<file path="config.mk">
export PLATFORM = sky130hd
export DESIGN_NAME = sesl_top
export DESIGN_NICKNAME = d
export VERILOG_FILES = /design/src/rtl/sesl_pkg.sv /design/src/rtl/sesl_evt_if.sv /design/src/rtl/sesl_event_reg.sv /design/src/rtl/sesl_top.sv
export SDC_FILE = /design/constraint.sdc
export NUM_CORES = 1
export LEC_CHECK = 0
export BUFFER_PORTS_ARGS = -buffer_cell sky130_fd_sc_hd__clkbuf_2
export CELL_PAD_IN_SITES_DETAIL_PLACEMENT = 0
export CELL_PAD_IN_SITES_GLOBAL_PLACEMENT = 1
export CORE_ASPECT_RATIO = 1.25
export CORE_MARGIN = 1
export CORE_UTILIZATION = 41
export CTS_BUF_LIST = sky130_fd_sc_hd__clkbuf_4 sky130_fd_sc_hd__clkbuf_8
export CTS_CLUSTER_SIZE = 8
export DETAILED_ROUTE_END_ITERATION = 7
export PLACE_DENSITY_LB_ADDON = 0.1
export RECOVER_POWER = 25
export SLEW_MARGIN = 20
export SYNTH_ARGS = -nofsm -noshare
export SYNTH_HDL_FRONTEND = slang
export SYNTH_SLANG_ARGS = --single-unit
</file>
<file path="constraint.sdc">
create_clock -name clk_sys -period 2.2 [get_ports clk_sys]
set_input_delay 0.33 -clock clk_sys [delete_from_list [all_inputs] [get_ports clk_sys]]
set_output_delay 0.33 -clock clk_sys [all_outputs]
set_load 0.05 [all_outputs]
</file>
<file path="src/rtl/sesl_pkg.sv">
// constants shared by the standard event status logic
package sesl_pkg;

  // ==========================================================================
  // widths
  localparam int SESL_W = 8;

  // ==========================================================================
  // standard event flag positions
  localparam int SESL_PON_BIT = 7;
  localparam int SESL_UNUSED_HI_BIT = 6;
  localparam int SESL_CME_BIT = 5;
  localparam int SESL_EXE_BIT = 4;
  localparam int SESL_DDE_BIT = 3;
  localparam int SESL_QYE_BIT = 2;
  localparam int SESL_UNUSED_LO_BIT = 1;
  localparam int SESL_OPC_BIT = 0;

  // bits that may ever be set in the event flags
  localparam logic [7:0] SESL_EVT_USED_MASK = 8'hbd;

  // ==========================================================================
  // status byte and service request enable positions
  localparam int SESL_STB_RAMP_BIT = 7;
  localparam int SESL_STB_RQS_BIT = 6;
  localparam int SESL_STB_ESB_BIT = 5;
  localparam int SESL_STB_ERR_BIT = 4;
  localparam int SESL_STB_ALARM_BIT = 3;
  localparam int SESL_STB_NEW_BIT = 0;

  // latched status byte sources (ramp, error, alarm, new data)
  localparam logic [7:0] SESL_STB_LATCH_MASK = 8'h99;
  // status byte bits that may raise a request (all used bits but the request bit)
  localparam logic [7:0] SESL_STB_REQ_MASK = 8'hb9;

  // ==========================================================================
  // values after reset
  localparam logic [7:0] SESL_EVT_RESET = 8'h80;
  localparam logic [7:0] SESL_ESE_RESET = 8'h00;
  localparam logic [7:0] SESL_SRE_RESET = 8'h00;
  localparam logic [7:0] SESL_STB_RESET = 8'h00;
  localparam logic [7:0] SESL_RESP_RESET = 8'h00;

  // ==========================================================================
  // response sources
  typedef enum logic [2:0] {
    SESL_RESP_NONE,
    SESL_RESP_EVT,
    SESL_RESP_ESE,
    SESL_RESP_SRE,
    SESL_RESP_STB,
    SESL_RESP_POLL
  } sesl_resp_t;

  // operation-complete tracker
  typedef enum {
    SESL_OPC_IDLE,
    SESL_OPC_WAIT
  } sesl_opc_state_t;

endpackage : sesl_pkg

</file>
<file path="src/rtl/sesl_evt_if.sv">
// carrier between the top and the event flag latch
`timescale 1ns/1ps
interface sesl_evt_if;
  logic [7:0] set_vec;
  logic clear_all;
  logic [7:0] flags;

  modport latch (input set_vec, input clear_all, output flags);
  modport user (output set_vec, output clear_all, input flags);
endinterface : sesl_evt_if

</file>
<file path="src/rtl/sesl_event_reg.sv">
// sticky standard event flags, cleared as a whole by a read
`timescale 1ns/1ps
module sesl_event_reg
  import sesl_pkg::*;
(
  // clock and reset
  input wire logic clk_sys,
  input wire logic rst_n,
  // flag carrier
  sesl_evt_if.latch evt
);

  logic [7:0] flags_r;
  logic [7:0] flags_nxt;

  // ==========================================================================
  // next value
  always_comb begin
    flags_nxt = flags_r;
    if (evt.clear_all) begin
      flags_nxt = 8'h00;
    end
    // a set in the clearing cycle survives
    flags_nxt = (flags_nxt | evt.set_vec) & SESL_EVT_USED_MASK;
  end

  // ==========================================================================
  // register
  always_ff @(posedge clk_sys or negedge rst_n) begin
    if (!rst_n) begin
      flags_r <= SESL_EVT_RESET;
    end else begin
      flags_r <= flags_nxt;
    end
  end

  assign evt.flags = flags_r;

endmodule : sesl_event_reg

</file>
<file path="src/rtl/sesl_top.sv">
// standard event status logic with status byte summary and service request
//
// Contract
// - set power-on flag, bit 7, on every off-to-on transition.
// - bit 6 (and bit 1) of the event flags never set.
// - event reports request service only if enabled and request enable bit 5 set.
// - enable write sets each report whose written bit is one.
// - enable query returns current enable register contents.
// - event query returns flags, then clears all of them.
// - command error sets bit 5, held until next event read.
// - execution error sets bit 4.
// - device-dependent error sets bit 3; cause read through device queries.
// - lost response data due to full output queue sets bit 2.
// - after operation-complete command, set bit 0 when pending work ends.
// - status byte bit 5 shows any enabled event flag set.
// - pull request line low only if request enable bit 6 and enabled bit set.
`timescale 1ns/1ps
module sesl_top
  import sesl_pkg::*;
(
  // clock and reset
  input wire logic clk_sys,
  input wire logic reset_n,
  // supply-good pin, asynchronous
  input wire logic power_good,
  // decoded common commands from the parser, one-cycle pulses
  input wire logic ese_write,
  input wire logic [7:0] ese_write_data,
  input wire logic ese_query,
  input wire logic esr_query,
  input wire logic sre_write,
  input wire logic [7:0] sre_write_data,
  input wire logic sre_query,
  input wire logic stb_query,
  input wire logic serial_poll,
  input wire logic opc_command,
  // event sources, one-cycle pulses
  input wire logic cmd_error,
  input wire logic exec_error,
  input wire logic dev_error,
  input wire logic query_lost,
  // pending operation level
  input wire logic ops_pending,
  // other status byte sources, one-cycle pulses
  input wire logic ramp_done,
  input wire logic inst_error,
  input wire logic alarm,
  input wire logic new_data,
  // response to a query or poll
  output logic resp_valid,
  output logic [7:0] resp_data,
  // service request line, open drain
  output logic srq_o,
  output logic srq_oe,
  // visible state
  output logic [7:0] event_flags,
  output logic [7:0] status_byte
);

  // ==========================================================================
  // reset release
  logic rst_s1_r;
  logic rst_s2_r;
  logic rst_n_int;

  always_ff @(posedge clk_sys or negedge reset_n) begin
    if (!reset_n) begin
      rst_s1_r <= 1'b0;
      rst_s2_r <= 1'b0;
    end else begin
      rst_s1_r <= 1'b1;
      rst_s2_r <= rst_s1_r;
    end
  end

  assign rst_n_int = rst_s2_r;

  // ==========================================================================
  // supply pin synchroniser and rising edge
  logic pwr_s1_r;
  logic pwr_s2_r;
  logic pwr_d_r;
  logic pwr_rise;

  always_ff @(posedge clk_sys or negedge rst_n_int) begin
    if (!rst_n_int) begin
      pwr_s1_r <= 1'b0;
      pwr_s2_r <= 1'b0;
      pwr_d_r <= 1'b0;
    end else begin
      pwr_s1_r <= power_good;
      pwr_s2_r <= pwr_s1_r;
      pwr_d_r <= pwr_s2_r;
    end
  end

  // the reset value already holds the flag for the first power-up
  assign pwr_rise = pwr_s2_r & ~pwr_d_r;

  // ==========================================================================
  // operation-complete tracker
  sesl_opc_state_t opc_state_r;
  sesl_opc_state_t opc_state_nxt;
  logic opc_done;

  always_comb begin
    opc_state_nxt = opc_state_r;
    opc_done = 1'b0;
    case (opc_state_r)
      SESL_OPC_IDLE: begin
        if (opc_command) begin
          opc_state_nxt = SESL_OPC_WAIT;
        end
      end
      SESL_OPC_WAIT: begin
        // a repeat command while waiting just keeps waiting
        if (!ops_pending && !opc_command) begin
          opc_done = 1'b1;
          opc_state_nxt = SESL_OPC_IDLE;
        end
      end
      default: begin
        opc_state_nxt = SESL_OPC_IDLE;
      end
    endcase
  end

  always_ff @(posedge clk_sys or negedge rst_n_int) begin
    if (!rst_n_int) begin
      opc_state_r <= SESL_OPC_IDLE;
    end else begin
      opc_state_r <= opc_state_nxt;
    end
  end

  // ==========================================================================
  // event flags
  sesl_evt_if evt_bus ();
  logic [7:0] set_vec;

  always_comb begin
    set_vec = 8'h00;
    set_vec[SESL_PON_BIT] = pwr_rise;
    set_vec[SESL_CME_BIT] = cmd_error;
    set_vec[SESL_EXE_BIT] = exec_error;
    set_vec[SESL_DDE_BIT] = dev_error;
    set_vec[SESL_QYE_BIT] = query_lost;
    set_vec[SESL_OPC_BIT] = opc_done;
  end

  assign evt_bus.set_vec = set_vec;
  assign evt_bus.clear_all = esr_query;

  sesl_event_reg u_event_reg (
    .clk_sys (clk_sys),
    .rst_n (rst_n_int),
    .evt (evt_bus.latch)
  );

  // ==========================================================================
  // enable registers
  logic [7:0] ese_r;
  logic [7:0] ese_nxt;
  logic [7:0] sre_r;
  logic [7:0] sre_nxt;

  always_comb begin
    ese_nxt = ese_r;
    sre_nxt = sre_r;
    if (ese_write) begin
      ese_nxt = ese_write_data;
    end
    if (sre_write) begin
      sre_nxt = sre_write_data;
    end
  end

  always_ff @(posedge clk_sys or negedge rst_n_int) begin
    if (!rst_n_int) begin
      ese_r <= SESL_ESE_RESET;
      sre_r <= SESL_SRE_RESET;
    end else begin
      ese_r <= ese_nxt;
      sre_r <= sre_nxt;
    end
  end

  // ==========================================================================
  // status byte
  logic [7:0] stb_latch_r;
  logic [7:0] stb_latch_nxt;
  logic [7:0] stb_src;
  logic esb;
  logic rqs;
  logic [7:0] stb_now;

  always_comb begin
    stb_src = 8'h00;
    stb_src[SESL_STB_RAMP_BIT] = ramp_done;
    stb_src[SESL_STB_ERR_BIT] = inst_error;
    stb_src[SESL_STB_ALARM_BIT] = alarm;
    stb_src[SESL_STB_NEW_BIT] = new_data;
    stb_latch_nxt = stb_latch_r;
    // a serial poll clears the latched bits; a new report still wins
    if (serial_poll) begin
      stb_latch_nxt = 8'h00;
    end
    stb_latch_nxt = (stb_latch_nxt | stb_src) & SESL_STB_LATCH_MASK;
  end

  always_ff @(posedge clk_sys or negedge rst_n_int) begin
    if (!rst_n_int) begin
      stb_latch_r <= SESL_STB_RESET;
    end else begin
      stb_latch_r <= stb_latch_nxt;
    end
  end

  // summary follows the flags and the enable register, so an event read or an enable write can drop it
  assign esb = |(evt_bus.flags & ese_r);

  always_comb begin
    stb_now = stb_latch_r;
    stb_now[SESL_STB_ESB_BIT] = esb;
    // events reach the request only through enable bit 5
    rqs = |(stb_now & sre_r & SESL_STB_REQ_MASK);
    stb_now[SESL_STB_RQS_BIT] = rqs;
  end

  // ==========================================================================
  // service request line
  logic srq_oe_r;
  logic srq_oe_nxt;
  logic srq_o_r;

  always_comb begin
    srq_oe_nxt = sre_r[SESL_STB_RQS_BIT] & rqs;
  end

  always_ff @(posedge clk_sys or negedge rst_n_int) begin
    if (!rst_n_int) begin
      srq_oe_r <= 1'b0;
      srq_o_r <= 1'b0;
    end else begin
      srq_oe_r <= srq_oe_nxt;
      // open drain: only ever drives low
      srq_o_r <= 1'b0;
    end
  end

  // ==========================================================================
  // query responses
  // only one query is handled per cycle; the parser never issues two
  logic resp_valid_r;
  logic resp_valid_nxt;
  logic [7:0] resp_data_r;
  logic [7:0] resp_data_nxt;
  sesl_resp_t resp_sel;

  always_comb begin
    resp_sel = SESL_RESP_NONE;
    if (esr_query) begin
      resp_sel = SESL_RESP_EVT;
    end else if (ese_query) begin
      resp_sel = SESL_RESP_ESE;
    end else if (sre_query) begin
      resp_sel = SESL_RESP_SRE;
    end else if (stb_query) begin
      resp_sel = SESL_RESP_STB;
    end else if (serial_poll) begin
      resp_sel = SESL_RESP_POLL;
    end
  end

  always_comb begin
    resp_valid_nxt = 1'b1;
    resp_data_nxt = resp_data_r;
    case (resp_sel)
      SESL_RESP_EVT: begin
        resp_data_nxt = evt_bus.flags;
      end
      SESL_RESP_ESE: begin
        resp_data_nxt = ese_r;
      end
      SESL_RESP_SRE: begin
        resp_data_nxt = sre_r;
      end
      SESL_RESP_STB, SESL_RESP_POLL: begin
        resp_data_nxt = stb_now;
      end
      default: begin
        resp_valid_nxt = 1'b0;
      end
    endcase
  end

  always_ff @(posedge clk_sys or negedge rst_n_int) begin
    if (!rst_n_int) begin
      resp_valid_r <= 1'b0;
      resp_data_r <= SESL_RESP_RESET;
    end else begin
      resp_valid_r <= resp_valid_nxt;
      resp_data_r <= resp_data_nxt;
    end
  end

  // ==========================================================================
  // visible state
  logic [7:0] event_flags_r;
  logic [7:0] status_byte_r;

  always_ff @(posedge clk_sys or negedge rst_n_int) begin
    if (!rst_n_int) begin
      event_flags_r <= SESL_EVT_RESET;
      status_byte_r <= SESL_STB_RESET;
    end else begin
      event_flags_r <= evt_bus.flags;
      status_byte_r <= stb_now;
    end
  end

  assign resp_valid = resp_valid_r;
  assign resp_data = resp_data_r;
  assign srq_o = srq_o_r;
  assign srq_oe = srq_oe_r;
  assign event_flags = event_flags_r;
  assign status_byte = status_byte_r;

endmodule : sesl_top

</file>
After elaboration in Yosys (flattened, before gate mapping)

Index checks and enable logic that the tools add are counted.

Reduce and logical (&&, ||, !) cells: 10
Eq/ne operators: 8
Multiplexer cells: 14
Bitwise gates (word level): 7

Operators with widths:

| kind                  | count |
|---|---|
| $mux W32              | 2 |
| $pmux W32 S2          | 1 |
| $eq A32 B1 Y1 const B | 1 |
| $logic_not A32 Y1     | 1 |
| $pmux W8 S4           | 1 |
| $and A8 B8 Y8         | 2 |
| $mux W8               | 2 |
| $or A8 B8 Y8          | 2 |
| $mux W3               | 5 |
| $reduce_or A5 Y1      | 2 |
| $reduce_or A8 Y1      | 1 |
| $eq A3 B2 Y1 const B  | 2 |
| $eq A3 B3 Y1 const B  | 2 |
| $ne A2 B2 Y1 const B  | 2 |
| $reduce_bool A4 Y1    | 1 |
| $eq A3 B1 Y1 const B  | 1 |
| $mux W1               | 3 |
| $and A1 B1 Y1         | 2 |
| $logic_not A1 Y1      | 2 |
| $reduce_and A2 Y1     | 1 |
| $reduce_or A2 Y1      | 1 |
| $logic_and A1 B1 Y1   | 1 |
| $not A1 Y1            | 1 |

Output and inout bits: 27
Input bits: 36
Register bits after elaboration: 85
Logic and storage cells: 54

Depth between registers and ports, before layout

Gate-level depths: netlist of run 1.

Depth after elaboration: 8
Gate-level depth with buffers: 6
Gate-level depth less buffers: 5

Modules after synthesis

A second synthesis of run 1 with hierarchy kept.

Cell total of the unflattened synthesis: 164
Area, all modules: 2168.3 µm²

By module, submodules not included:

| module         | cells an instance | sequential area each (µm²) | instances | area an instance (µm²) |
|---|---|---|---|---|
| sesl_top       | 148               | 1252.5                     | 1         | 1949.4 |
| sesl_event_reg | 16                | 151.4                      | 1         | 219.0 |

Worst setup path before layout of run 1

OpenSTA, ideal clock, no wires.

Kind: input -> register
From: input port stb_query
To: register resp_data_r[3] (netlist: resp_data[3])
Stages: 4
Path buffers: 0
Setup slack: 1065 ps
Arrival: 1007 ps
Required time: 2071 ps
Setup time: 129 ps
Path through: nor2_1 > and2b_1 > a221oi_1 > a21oi_1

Longest elaborated chain between the ends: 7
Elaborated cells between the ends (all ways): 12
Classes of those cells: eq/ne: 5; mux: 5; reduce/logical: 2

RTL lines:

| element                                           | line            | text |
|---|---|---|
| start: declaration                                | sesl_top.sv:34  | `input wire logic stb_query,` |
| $mux W3 *                                         | sesl_top.sv:268 | `end else if (stb_query) begin` |
| $mux W3 *                                         | sesl_top.sv:266 | `end else if (sre_query) begin` |
| $mux W3 *                                         | sesl_top.sv:264 | `end else if (ese_query) begin` |
| $mux W3 *                                         | sesl_top.sv:262 | `if (esr_query) begin` |
| $eq A3 B3 Y1                                      | sesl_top.sv:278 | `case (resp_sel)` |
| $reduce_or A2 Y1                                  | sesl_top.sv:278 |  |
| $pmux W8 S4 or $reduce_bool A4 Y1 (tied branches) | -               |  |
| end signal: assignment                            | sesl_top.sv:303 | `resp_data_r <= resp_data_nxt;` |
| end: declaration                                  | sesl_top.sv:256 | `logic [7:0] resp_data_r;` |

Every way passes the cells marked *; elsewhere a longest branch is shown, timed or not.
A chain may end at the register's enable or synchronous reset.

Final worst setup path of run 1

From: register event_flags_r[7] (netlist: event_flags[7])
To: output port event_flags[7]

RTL lines:

| element                  | line            | text |
|---|---|---|
| start: declaration       | sesl_top.sv:309 | `logic [7:0] event_flags_r;` |
| start signal: assignment | sesl_top.sv:317 | `event_flags_r <= evt_bus.flags;` |
| end: declaration         | sesl_top.sv:56  | `output logic [7:0] event_flags,` |

No word-level cell between the ends.

==> results of run 1 <==
[logic make-up (layout without fill, tap and decap cells)]
family | Yosys count | count (layout) | synth area share
buffers and inverters | 17 | 74 | 0.0463
flip-flops | 54 | 54 | 0.668
other | 2 | 6 | 0.00371
AO/OA/AOI/OAI | 40 | 40 | 0.141
AND/OR/NAND/NOR | 21 | 21 | 0.0525
multiplexers | 16 | 16 | 0.0889
[worst reg2reg max path: stages (launching register included)]
cell                      delay [ns]
sky130_fd_sc_hd__dfrtp_1        0.42
sky130_fd_sc_hd__a22oi_1        0.23
sky130_fd_sc_hd__nand3_1        0.19
sky130_fd_sc_hd__a21oi_1        0.28
sky130_fd_sc_hd__o21ai_0        0.13
[cells in the mapped netlist]
library cell | n | area (µm²)
sky130_fd_sc_hd__a21o_1 | 9 | 67.6
sky130_fd_sc_hd__a21oi_1 | 7 | 35.0
sky130_fd_sc_hd__a221o_1 | 3 | 30.0
sky130_fd_sc_hd__a221oi_1 | 3 | 26.3
sky130_fd_sc_hd__a22o_1 | 3 | 26.3
sky130_fd_sc_hd__a22oi_1 | 9 | 67.6
sky130_fd_sc_hd__and2_4 | 1 | 8.76
sky130_fd_sc_hd__and2b_1 | 1 | 7.51
sky130_fd_sc_hd__and3b_1 | 1 | 8.76
sky130_fd_sc_hd__buf_2 | 3 | 15.0
sky130_fd_sc_hd__buf_4 | 5 | 37.5
sky130_fd_sc_hd__buf_6 | 1 | 11.3
sky130_fd_sc_hd__clkbuf_1 | 2 | 7.51
sky130_fd_sc_hd__conb_1 | 2 | 7.51
sky130_fd_sc_hd__dfrtp_1 | 52 | 1300
sky130_fd_sc_hd__dfstp_2 | 2 | 52.6
sky130_fd_sc_hd__inv_1 | 6 | 22.5
sky130_fd_sc_hd__mux2_2 | 16 | 180
sky130_fd_sc_hd__nand2_1 | 9 | 33.8
sky130_fd_sc_hd__nand3_1 | 1 | 5.00
sky130_fd_sc_hd__nand3b_1 | 1 | 7.51
sky130_fd_sc_hd__nor2_1 | 3 | 11.3
sky130_fd_sc_hd__nor2b_1 | 2 | 12.5
sky130_fd_sc_hd__nor3_1 | 1 | 5.00
sky130_fd_sc_hd__o21ai_0 | 3 | 15.0
sky130_fd_sc_hd__o21ai_1 | 1 | 5.00
sky130_fd_sc_hd__o22ai_1 | 2 | 12.5
sky130_fd_sc_hd__or3_1 | 1 | 6.26
[report_power, final]
group / internal (mW) / switching [mW]
registers: 1.08 / 0.0694
logic: 0.117 / 0.239
clock network: 0.338 / 0.312
[final cells by class]
type,instances,area [µm²]
fillers,451,2260
flip-flops and latches,54,1350
multi-input cells,83,594
repair buffers,60,309
well taps,60,75.1
clock buffers,5,68.8
clock inverters,3,45.0
inverters,6,22.5
[state kept, by name, indices dropped and copies added (netlist names), 4 cells and up]
signal,cells
event_flags,6
status_byte,6
u_event_reg.evt.flags,6
sre_r,8
resp_data,8
stb_latch_r,4
ese_r,8
[through the flow]
step           power [mW]  instance area, µm²
5_1_grt              2.26                2470
4_1_cts              2.19                2470
3_3_place_gp         1.52                2350
6_report             2.15                2470
2_1_floorplan        1.42                2040
3_5_place_dp         1.53                2350
[metal layers]
metal  part of all wire  GRT usage
met1               0.43      0.218
met3              0.060     0.0455
met2               0.50      0.302
met4              0.014     0.0600
met5                  0          0
[worst min-delay path by stage]
stage,to,slack (ns),cells after the start
floorplan,rst_n_int$_DFF_PN0_,0.03,0
global placement,rst_s1_r$_DFF_PN0_,0.12,1
detailed placement,rst_s1_r$_DFF_PN0_,0.12,1
CTS,pwr_s1_r$_DFF_PN0_,0.11,1
global route,pwr_s1_r$_DFF_PN0_,0.11,1
finish,pwr_s1_r$_DFF_PN0_,0.13,1
==> results.tsv, run 1 <==
stage	metric	value	unit
outcome	run status	completed	
worst_setup_path	startpoint of the most critical setup path	event_flags[7]$_DFF_PN1_	
flow_run	Max Cap Viol	0	
place	minimum setup slack after placement	0.784	ns
floorplanning	Chip Height	80.6	µm
sta	slew at the pin with the worst max-slew slack	1.06	ns
global_routing	initial antenna violation count	0	
cts	clock insertion delay at the later pin of the skew report	0.30	ns
sta	normalized max-slew margin	0.294	
worst_setup_path	kind of cell adding the most delay to the critical path	flip-flops	
sta	unrepaired setup endpoints after global routing	false	
worst_setup_path	number of cells on the worst reg-to-reg path	4	
logic_synthesis	Mapped Avg Cell Area	13.5	µm²
global_routing	total gr overflow	0	
cts	clk buf depth	2	
logic_synthesis	Post-Syn Area	2030	µm²
finish	final net count	246	
cts	root cell of the clock tree	sky130_fd_sc_hd__clkbuf_8	
sta	Hold Worst Slack	0.127	ns
routing	post-DR vias/cell	5.04	
worst_setup_path	endpoint of the most critical register-to-register path	resp_data[6]$_DFFE_PN0P_	
finish	fin util	0.522	
worst_setup_path	cell type of the slowest stage on the worst timing path	sky130_fd_sc_hd__dfstp_2	
power_and_ir_drop	worst IR drop on VDD	0.510	mV
cts	H-tree levels	2	
routing	remaining antenna violation count after routing	0	
worst_setup_path	Setup crit start kind	register	
power_and_ir_drop	static leakage power	1.18	nW
worst_setup_path	CP Data Arrival Time	1.09	ns
cts	hold bufs inserted after CTS	1	
logic_synthesis	synth warn	0	
hold_path	hold crit path type	in -> reg	
sta	final worst slack	0.784	ns
sta	post-route fraction of the period consumed by the critical path	0.644	
finish	count of inserted antenna diode cells	0	
routing	total wire length	4180	µm
worst_setup_path	critical path depth	1	
worst_setup_path	required time of the critical path	1.87	ns
floorplanning	area of the die	5230	µm²
worst_setup_path	capturing element type of the critical path	output port	
worst_setup_path	peak fanout along the critical path	1	
hold_path	hold wc startpoint	power_good	
floorplanning	core outline area	4730	µm²
global_routing	number of global-route vias before repair	1409	
power_and_ir_drop	power per cell area	873	nW/µm²
global_routing	largest net degree at the start of global routing	29	
sta	final setup vio count	0	
finish	post-route insts no fill	271	
floorplanning	number of cell rows	28	
floorplanning	initial standard-cell utilization of the core	0.429	
routing	Routed WL per cell	15.4	µm
worst_setup_path	worst setup slack for register-to-register paths	0.83	ns
logic_synthesis	distinct cell type count of the synthesized netlist	28	
worst_setup_path	CP max stage delay	0.52	ns
cts	post-CTS setup repair buffer count	0	
cts	clock transition at the registers of the reported paths	0.09	ns
worst_setup_path	cells traversed along the worst timing path	clkbuf_2	
routing	detailed-route DRC error count	0	
worst_setup_path	CP Class	reg -> out	
global_routing	global-route wire length before repair	6820	µm
routing	number of optimization iterations in the first detailed-route pass	4	
place	placed wire-length estimate	3180	µm
place	placed cells	262	
sta	Setup Total Neg Slack	0	ns
logic_synthesis	number of cells produced by synthesis	150	
worst_setup_path	worst setup path endpoint	event_flags[7]	
worst_setup_path	start of the worst register-to-register path	ese_r[3]$_DFFE_PN0P_	
finish	most frequent standard cell in the layout excluding fill and tap cells	sky130_fd_sc_hd__clkbuf_2	
cts	TritonCTS Buffers	5	
place	final RePlAce weighted congestion	0.768	
routing	first-iteration detailed-routing DRC count	67	
finish	fraction of final layout cells with drive strength greater than 1	0.398	
logic_synthesis	sequential area share after synthesis	0.668	
global_routing	total global routing track utilization	0.178	
logic_synthesis	Seq cells post-synth	54	
place	count of buffers inserted at the top-level ports	57	
sta	total count of max-transition violations in the final report	0	
cts	total number of clock tree sinks	54	
sta	Fin. Hold Viols	0	
sta	clock skew after layout	0.00363	ns
sta	Final Critical Period	1.42	ns
routing	number of vias in the routed layout	1367	
sta	highest clock rate	706	MHz
finish	top library cells by usage in the layout, fill and taps aside	sky130_fd_sc_hd__clkbuf_2 (56), sky130_fd_sc_hd__dfrtp_1 (52), sky130_fd_sc_hd__mux2_2 (16)	
finish	relative area change from synthesis to final layout	21.8	%
worst_setup_path	buffering stage count on the worst path with inverters included	1	
floorplanning	num ports	63	
cts	cells resized by post-CTS repair	0	
floorplanning	width of the chip	64.9	µm
cts	CTS tree	done	
(Power assumes the default switching activity.)
==> run 2: changes to the inputs <==
clock period = 1.34 ns   (was 2.2 ns; I/O delays follow)
==> results.tsv, run 2 (synthesis results as in run 1) <==
stage	metric	value	unit	change
finish	fraction of final layout cells with drive strength greater than 1	0.438		+0.0397
power_and_ir_drop	internal cell power	2.78	mW	+81%
worst_setup_path	peak fanout along the critical path	1		unchanged
worst_setup_path	CP Class	reg -> out		
global_routing	global-route wire length before repair	6960	µm	+2.0%
finish	most frequent standard cell in the layout excluding fill and tap cells	sky130_fd_sc_hd__clkbuf_2		
routing	remaining antenna violation count after routing	0		unchanged
routing	number of optimization iterations in the first detailed-route pass	4		unchanged
worst_setup_path	CP max stage delay	0.53	ns	about the same
sta	slew at the pin with the worst max-slew slack	0.570	ns	-0.488 ns
global_routing	total gr overflow	0		unchanged
power_and_ir_drop	part of the power in combinational logic	0.164		about the same
power_and_ir_drop	static leakage power	1.23	nW	+4.4%
power_and_ir_drop	share of power burned in the clock network	0.341		+0.039
power_and_ir_drop	PnR Total Power	3.79	mW	+76%
cts	root cell of the clock tree	sky130_fd_sc_hd__clkbuf_8		
cts	H-tree levels	2		unchanged
routing	first-iteration detailed-routing DRC count	68		+1.5%
floorplanning	area of the die	5230	µm²	unchanged
place	final RePlAce weighted congestion	0.807		+5.1%
power_and_ir_drop	sequential cell fraction of total power	0.495		-0.038
flow_run	Max Cap Viol	0		unchanged
cts	clock insertion delay at the later pin of the skew report	0.30	ns	about the same
power_and_ir_drop	switching share of power	0.268		-0.0201
cts	clk buf depth	2		unchanged
sta	post-route fraction of the period consumed by the critical path	0.966		
floorplanning	initial standard-cell utilization of the core	0.429		unchanged
routing	post-DR vias/cell	5.05		about the same
finish	relative area change from synthesis to final layout	26.7	%	
cts	CTS tree	done		
global_routing	largest net degree at the start of global routing	24		-17%
global_routing	initial antenna violation count	0		unchanged
power_and_ir_drop	worst IR drop on VDD	0.706	mV	+38%
worst_setup_path	capturing element type of the critical path	output port		
finish	top library cells by usage in the layout, fill and taps aside	sky130_fd_sc_hd__clkbuf_2 (57), sky130_fd_sc_hd__dfrtp_1 (52), sky130_fd_sc_hd__mux2_2 (16)		
sta	Fin. Hold Viols	0		unchanged
worst_setup_path	kind of cell adding the most delay to the critical path	flip-flops		
routing	Routed WL per cell	15.2	µm	-1.4%
power_and_ir_drop	power per cell area	1480	nW/µm²	+69%
routing	total wire length	4210	µm	+0.74%
sta	final setup vio count	0		unchanged
cts	total number of clock tree sinks	54		unchanged
place	dpl cell area	2400	µm²	+2.1%
finish	final net count	252		+2.4%
worst_setup_path	CP Data Arrival Time	1.09	ns	about the same
finish	Layout Cell Area excl Fill	2570	µm²	+4.0%
sta	highest clock rate	773	MHz	
sta	unrepaired setup endpoints after global routing	false		
worst_setup_path	buffering stage count on the worst path with inverters included	1		unchanged
outcome	run status	completed		
sta	Final Critical Period	1.29	ns	
place	placed wire-length estimate	3280	µm	+3.2%
sta	clock skew after layout	0.00764	ns	+0.00401 ns
floorplanning	width of the chip	64.9	µm	unchanged
floorplanning	num ports	63		unchanged
cts	clock transition at the registers of the reported paths	0.09	ns	about the same
finish	count of inserted antenna diode cells	0		unchanged
sta	total count of max-transition violations in the final report	0		unchanged
worst_setup_path	Setup crit start kind	register		
floorplanning	number of cell rows	28		unchanged
global_routing	total global routing track utilization	0.181		+0.00328
worst_setup_path	cell type of the slowest stage on the worst timing path	sky130_fd_sc_hd__dfstp_2		
routing	detailed-route DRC error count	0		unchanged
place	count of buffers inserted at the top-level ports	57		unchanged
sta	Setup Total Neg Slack	0	ns	unchanged
cts	TritonCTS Buffers	5		unchanged
worst_setup_path	required time of the critical path	1.14	ns	-0.73 ns
sta	normalized max-slew margin	0.620		+0.326
power_and_ir_drop	net switching component of the power	1.02	mW	+64%
floorplanning	Chip Height	80.6	µm	unchanged
worst_setup_path	cells traversed along the worst timing path	clkbuf_2		
floorplanning	core outline area	4730	µm²	unchanged
hold_path	hold crit path type	in -> reg		
routing	number of vias in the routed layout	1398		+2.3%
global_routing	number of global-route vias before repair	1407		-0.14%
run 2: changes by cell type in the layout (fill, tap and decap cells not counted), sizes merged:
cell         before  now
dlygate4sd3       1    2
clkinvlp          2    0
buf               2    6
bufinv            1    2
clkbuf           62   64
run 2: metrics by stage:
stage               instances  hold WS [ns]  utilization  worst slack, ns
detailed placement        267       -0.0110        0.507           0.0410
CTS                       277        0.0607        0.542           0.0326
floorplan                 154       -0.0946            -            0.242
global placement          267       -0.0129        0.507           0.0887
finish                    277        0.0712        0.543           0.0461
global route              277        0.0608        0.543           0.0101
run 2: power groups by stage:
stage | combinational, mW | clock [mW] | sequential, mW
2_1_floorplan | 0.219 | 0 | 2.11
4_1_cts | 0.627 | 1.33 | 1.88
3_5_place_dp | 0.617 | 0 | 1.91
3_3_place_gp | 0.607 | 0 | 1.90
6_report | 0.623 | 1.29 | 1.88
5_1_grt | 0.671 | 1.40 | 1.90
run 2: final timing paths:
kind	from	to	slack, ns	cells after the start
setup / recovery	event_flags[7]$_DFF_PN1_	event_flags[7]	0.05	1
hold / removal	cmd_error	u_event_reg.evt.flags[5]$_DFF_PN0_	0.07	2
setup reg to reg	ese_r[2]$_DFFE_PN0P_	resp_data[6]$_DFFE_PN0P_	0.08	4
hold reg to reg	rst_n_int$_DFF_PN0_	stb_latch_r[7]$_DFF_PN0_	0.13	0
max in group asynchronous	rst_n_int$_DFF_PN0_	resp_data[6]$_DFFE_PN0P_	0.35	1
min in group asynchronous	rst_n_int$_DFF_PN0_	stb_latch_r[7]$_DFF_PN0_	0.13	0
run 2: repair_timing:
item,in CTS,in global routing
hold endpoints to repair,3,0
buffers inserted,0,0
gates resized for setup,1,4
endpoints found under the setup margin,1,2
hold buffers,2,0
run 2: area by class of cell:
type / count / area, µm²
Multi-Input combinational cell: 83 / 619
Timing Repair Buffer: 66 / 354
Inverter: 6 / 22.5
Clock inverter: 2 / 60.1
Fill cell: 411 / 2160
Clock buffer: 6 / 82.6
Sequential cell: 54 / 1350
Tap cell: 60 / 75.1
run 2: metal layers:
metal	share of wire	global-route usage	vias to the layer above	routed length (µm)
li1	-	-	650	-
met1	0.42	0.230	695	1780
met2	0.50	0.296	48	2120
met3	0.060	0.0469	5	252
met4	0.015	0.0667	0	62
met5	0	0	-	0
==> run 3: changes to the inputs <==
CORE_UTILIZATION = 44   (was 41)
clock period = 1.5 ns   (was 1.34 ns; I/O delays follow)
==> results.tsv, run 3 (synthesis results as in run 1) <==
stage	metric	value	unit	change
outcome	run status	completed		
sta	Hold Worst Slack	0.0149	ns	-0.0563 ns
sta	clock skew after layout	0.0119	ns	+0.00427 ns
sta	Setup Total Neg Slack	0	ns	unchanged
cts	hold bufs inserted after CTS	1		-1
finish	count of inserted antenna diode cells	0		unchanged
sta	total count of max-transition violations in the final report	0		unchanged
hold_path	hold crit path type	in -> reg		
finish	relative area change from synthesis to final layout	22.4	%	
sta	Final Critical Period	1.32	ns	
cts	CTS tree	done		
cts	total number of clock tree sinks	54		unchanged
worst_setup_path	cell type of the slowest stage on the worst timing path	sky130_fd_sc_hd__dfstp_2		
finish	Register Area	1350	µm²	unchanged
sta	slew at the pin with the worst max-slew slack	0.812	ns	+0.242 ns
global_routing	total gr overflow	0		unchanged
power_and_ir_drop	static leakage power	1.19	nW	-3.1%
floorplanning	area of the die	4880	µm²	-6.6%
routing	number of vias in the routed layout	1394		-0.29%
power_and_ir_drop	power per cell area	1290	nW/µm²	-13%
floorplanning	num ports	63		unchanged
cts	H-tree levels	2		unchanged
floorplanning	Chip Height	77.9	µm	-3.4%
finish	area of the multi-input gates	594	µm²	-4.0%
routing	Routed WL per cell	15.0	µm	-1.3%
cts	TritonCTS Buffers	5		unchanged
sta	final worst slack	0.179	ns	+0.132 ns
place	placed cells	260		-2.6%
worst_setup_path	required time of the critical path	1.27	ns	+0.13 ns
global_routing	number of global-route vias before repair	1408		+0.071%
routing	post-DR vias/cell	5.18		+2.7%
global_routing	global-route wire length before repair	6680	µm	-4.1%
worst_setup_path	Setup crit start kind	register		
finish	post-route insts no fill	269		-2.9%
sta	Fin. Hold Viols	0		unchanged
place	placed wire-length estimate	3080	µm	-6.1%
place	final RePlAce weighted congestion	0.792		-1.9%
global_routing	largest net degree at the start of global routing	24		unchanged
finish	Layout Cell Area excl Fill	2480	µm²	-3.4%
cts	clock insertion delay at the later pin of the skew report	0.31	ns	about the same
worst_setup_path	cells traversed along the worst timing path	clkbuf_2		
routing	number of optimization iterations in the first detailed-route pass	4		unchanged
sta	final setup vio count	0		unchanged
floorplanning	number of cell rows	27		-3.6%
floorplanning	initial standard-cell utilization of the core	0.458		+0.0294
routing	detailed-route DRC error count	0		unchanged
place	minimum setup slack after placement	0.137	ns	+0.0955 ns
sta	post-route fraction of the period consumed by the critical path	0.881		
finish	fraction of final layout cells with drive strength greater than 1	0.403		-0.0349
cts	clock transition at the registers of the reported paths	0.10	ns	about the same
sta	normalized max-slew margin	0.458		-0.161
worst_setup_path	CP max stage delay	0.53	ns	about the same
routing	first-iteration detailed-routing DRC count	51		-25%
global_routing	initial antenna violation count	0		unchanged
worst_setup_path	capturing element type of the critical path	output port		
worst_setup_path	CP Class	reg -> out		
floorplanning	width of the chip	62.7	µm	-3.4%
global_routing	total global routing track utilization	0.181		-0.000314
place	dpl cell area	2360	µm²	-1.7%
worst_setup_path	worst setup slack for register-to-register paths	0.18	ns	+0.10 ns
cts	cells resized by post-CTS repair	0		-1
floorplanning	core outline area	4430	µm²	-6.4%
flow_run	Max Cap Viol	0		unchanged
worst_setup_path	buffering stage count on the worst path with inverters included	1		unchanged
power_and_ir_drop	worst IR drop on VDD	0.703	mV	-0.38%
finish	count of filler cells inserted in the layout	412		+0.24%
finish	final net count	246		-2.4%
finish	most frequent standard cell in the layout excluding fill and tap cells	sky130_fd_sc_hd__clkbuf_2		
worst_setup_path	kind of cell adding the most delay to the critical path	flip-flops		
worst_setup_path	CP Data Arrival Time	1.10	ns	about the same
sta	unrepaired setup endpoints after global routing	false		
worst_setup_path	peak fanout along the critical path	1		unchanged
sta	highest clock rate	757	MHz	
cts	clk buf depth	2		unchanged
routing	total wire length	4040	µm	-4.2%
cts	post-CTS setup repair buffer count	0		unchanged
finish	top library cells by usage in the layout, fill and taps aside	sky130_fd_sc_hd__clkbuf_2 (56), sky130_fd_sc_hd__dfrtp_1 (52), sky130_fd_sc_hd__mux2_2 (16)		
cts	root cell of the clock tree	sky130_fd_sc_hd__clkbuf_8		
place	count of buffers inserted at the top-level ports	57		unchanged
routing	remaining antenna violation count after routing	0		unchanged
## run 3: cell count changes in the layout (fill, tap and decap cells not counted), sizes merged
cell	previous run	this run
bufinv	2	1
dlygate4sd3	2	1
buf	6	2
clkbuf	64	62
clkinv	0	1
inv	6	7
## run 3: report_power, final
group          internal [mW]  switching, mW  total, mW
clock network          0.506          0.475      0.981
logic                  0.176          0.355      0.531
registers               1.58         0.0954       1.68
## run 3: final cells by class
| type | instances | share of cell area |
|---|---|---|
| clock buffer | 5 | 0.0277 |
| clock inverter | 3 | 0.0192 |
| inverter | 6 | 0.00908 |
| multi-input combinational | 83 | 0.240 |
| sequential | 54 | 0.546 |
| tap | 58 | 0.0292 |
| timing repair buffer | 60 | 0.130 |
## run 3: worst paths after layout
kind                                           from                                 end  cells after the start
setup / recovery           event_flags[7]$_DFF_PN1_                      event_flags[7]                      1
max in group asynchronous       rst_n_int$_DFF_PN0_  u_event_reg.evt.flags[2]$_DFF_PN0_                      1
hold reg to reg                 rst_n_int$_DFF_PN0_  u_event_reg.evt.flags[3]$_DFF_PN0_                      0
hold / removal                           power_good                  pwr_s1_r$_DFF_PN0_                      1
min in group asynchronous                   reset_n                  rst_s1_r$_DFF_PN0_                      2
setup reg to reg               ese_r[3]$_DFFE_PN0P_            resp_data[6]$_DFFE_PN0P_                      4
## run 3: layer usage
metal | wire, µm | up-vias | GRT usage | part of all wire
met5 | 0 | - | 0 | 0
met4 | 85 | 0 | 0.0767 | 0.021
met3 | 223 | 8 | 0.0500 | 0.055
met2 | 2020 | 50 | 0.301 | 0.50
li1 | - | 640 | - | -
met1 | 1710 | 696 | 0.219 | 0.42
## run 3: metrics by stage
step | total power, mW | util
after floorplan | 2.08 | -
after global placement | 2.23 | 0.533
after detailed placement | 2.24 | 0.533
after CTS | 3.23 | 0.561
after global routing | 3.34 | 0.561
final | 3.19 | 0.561
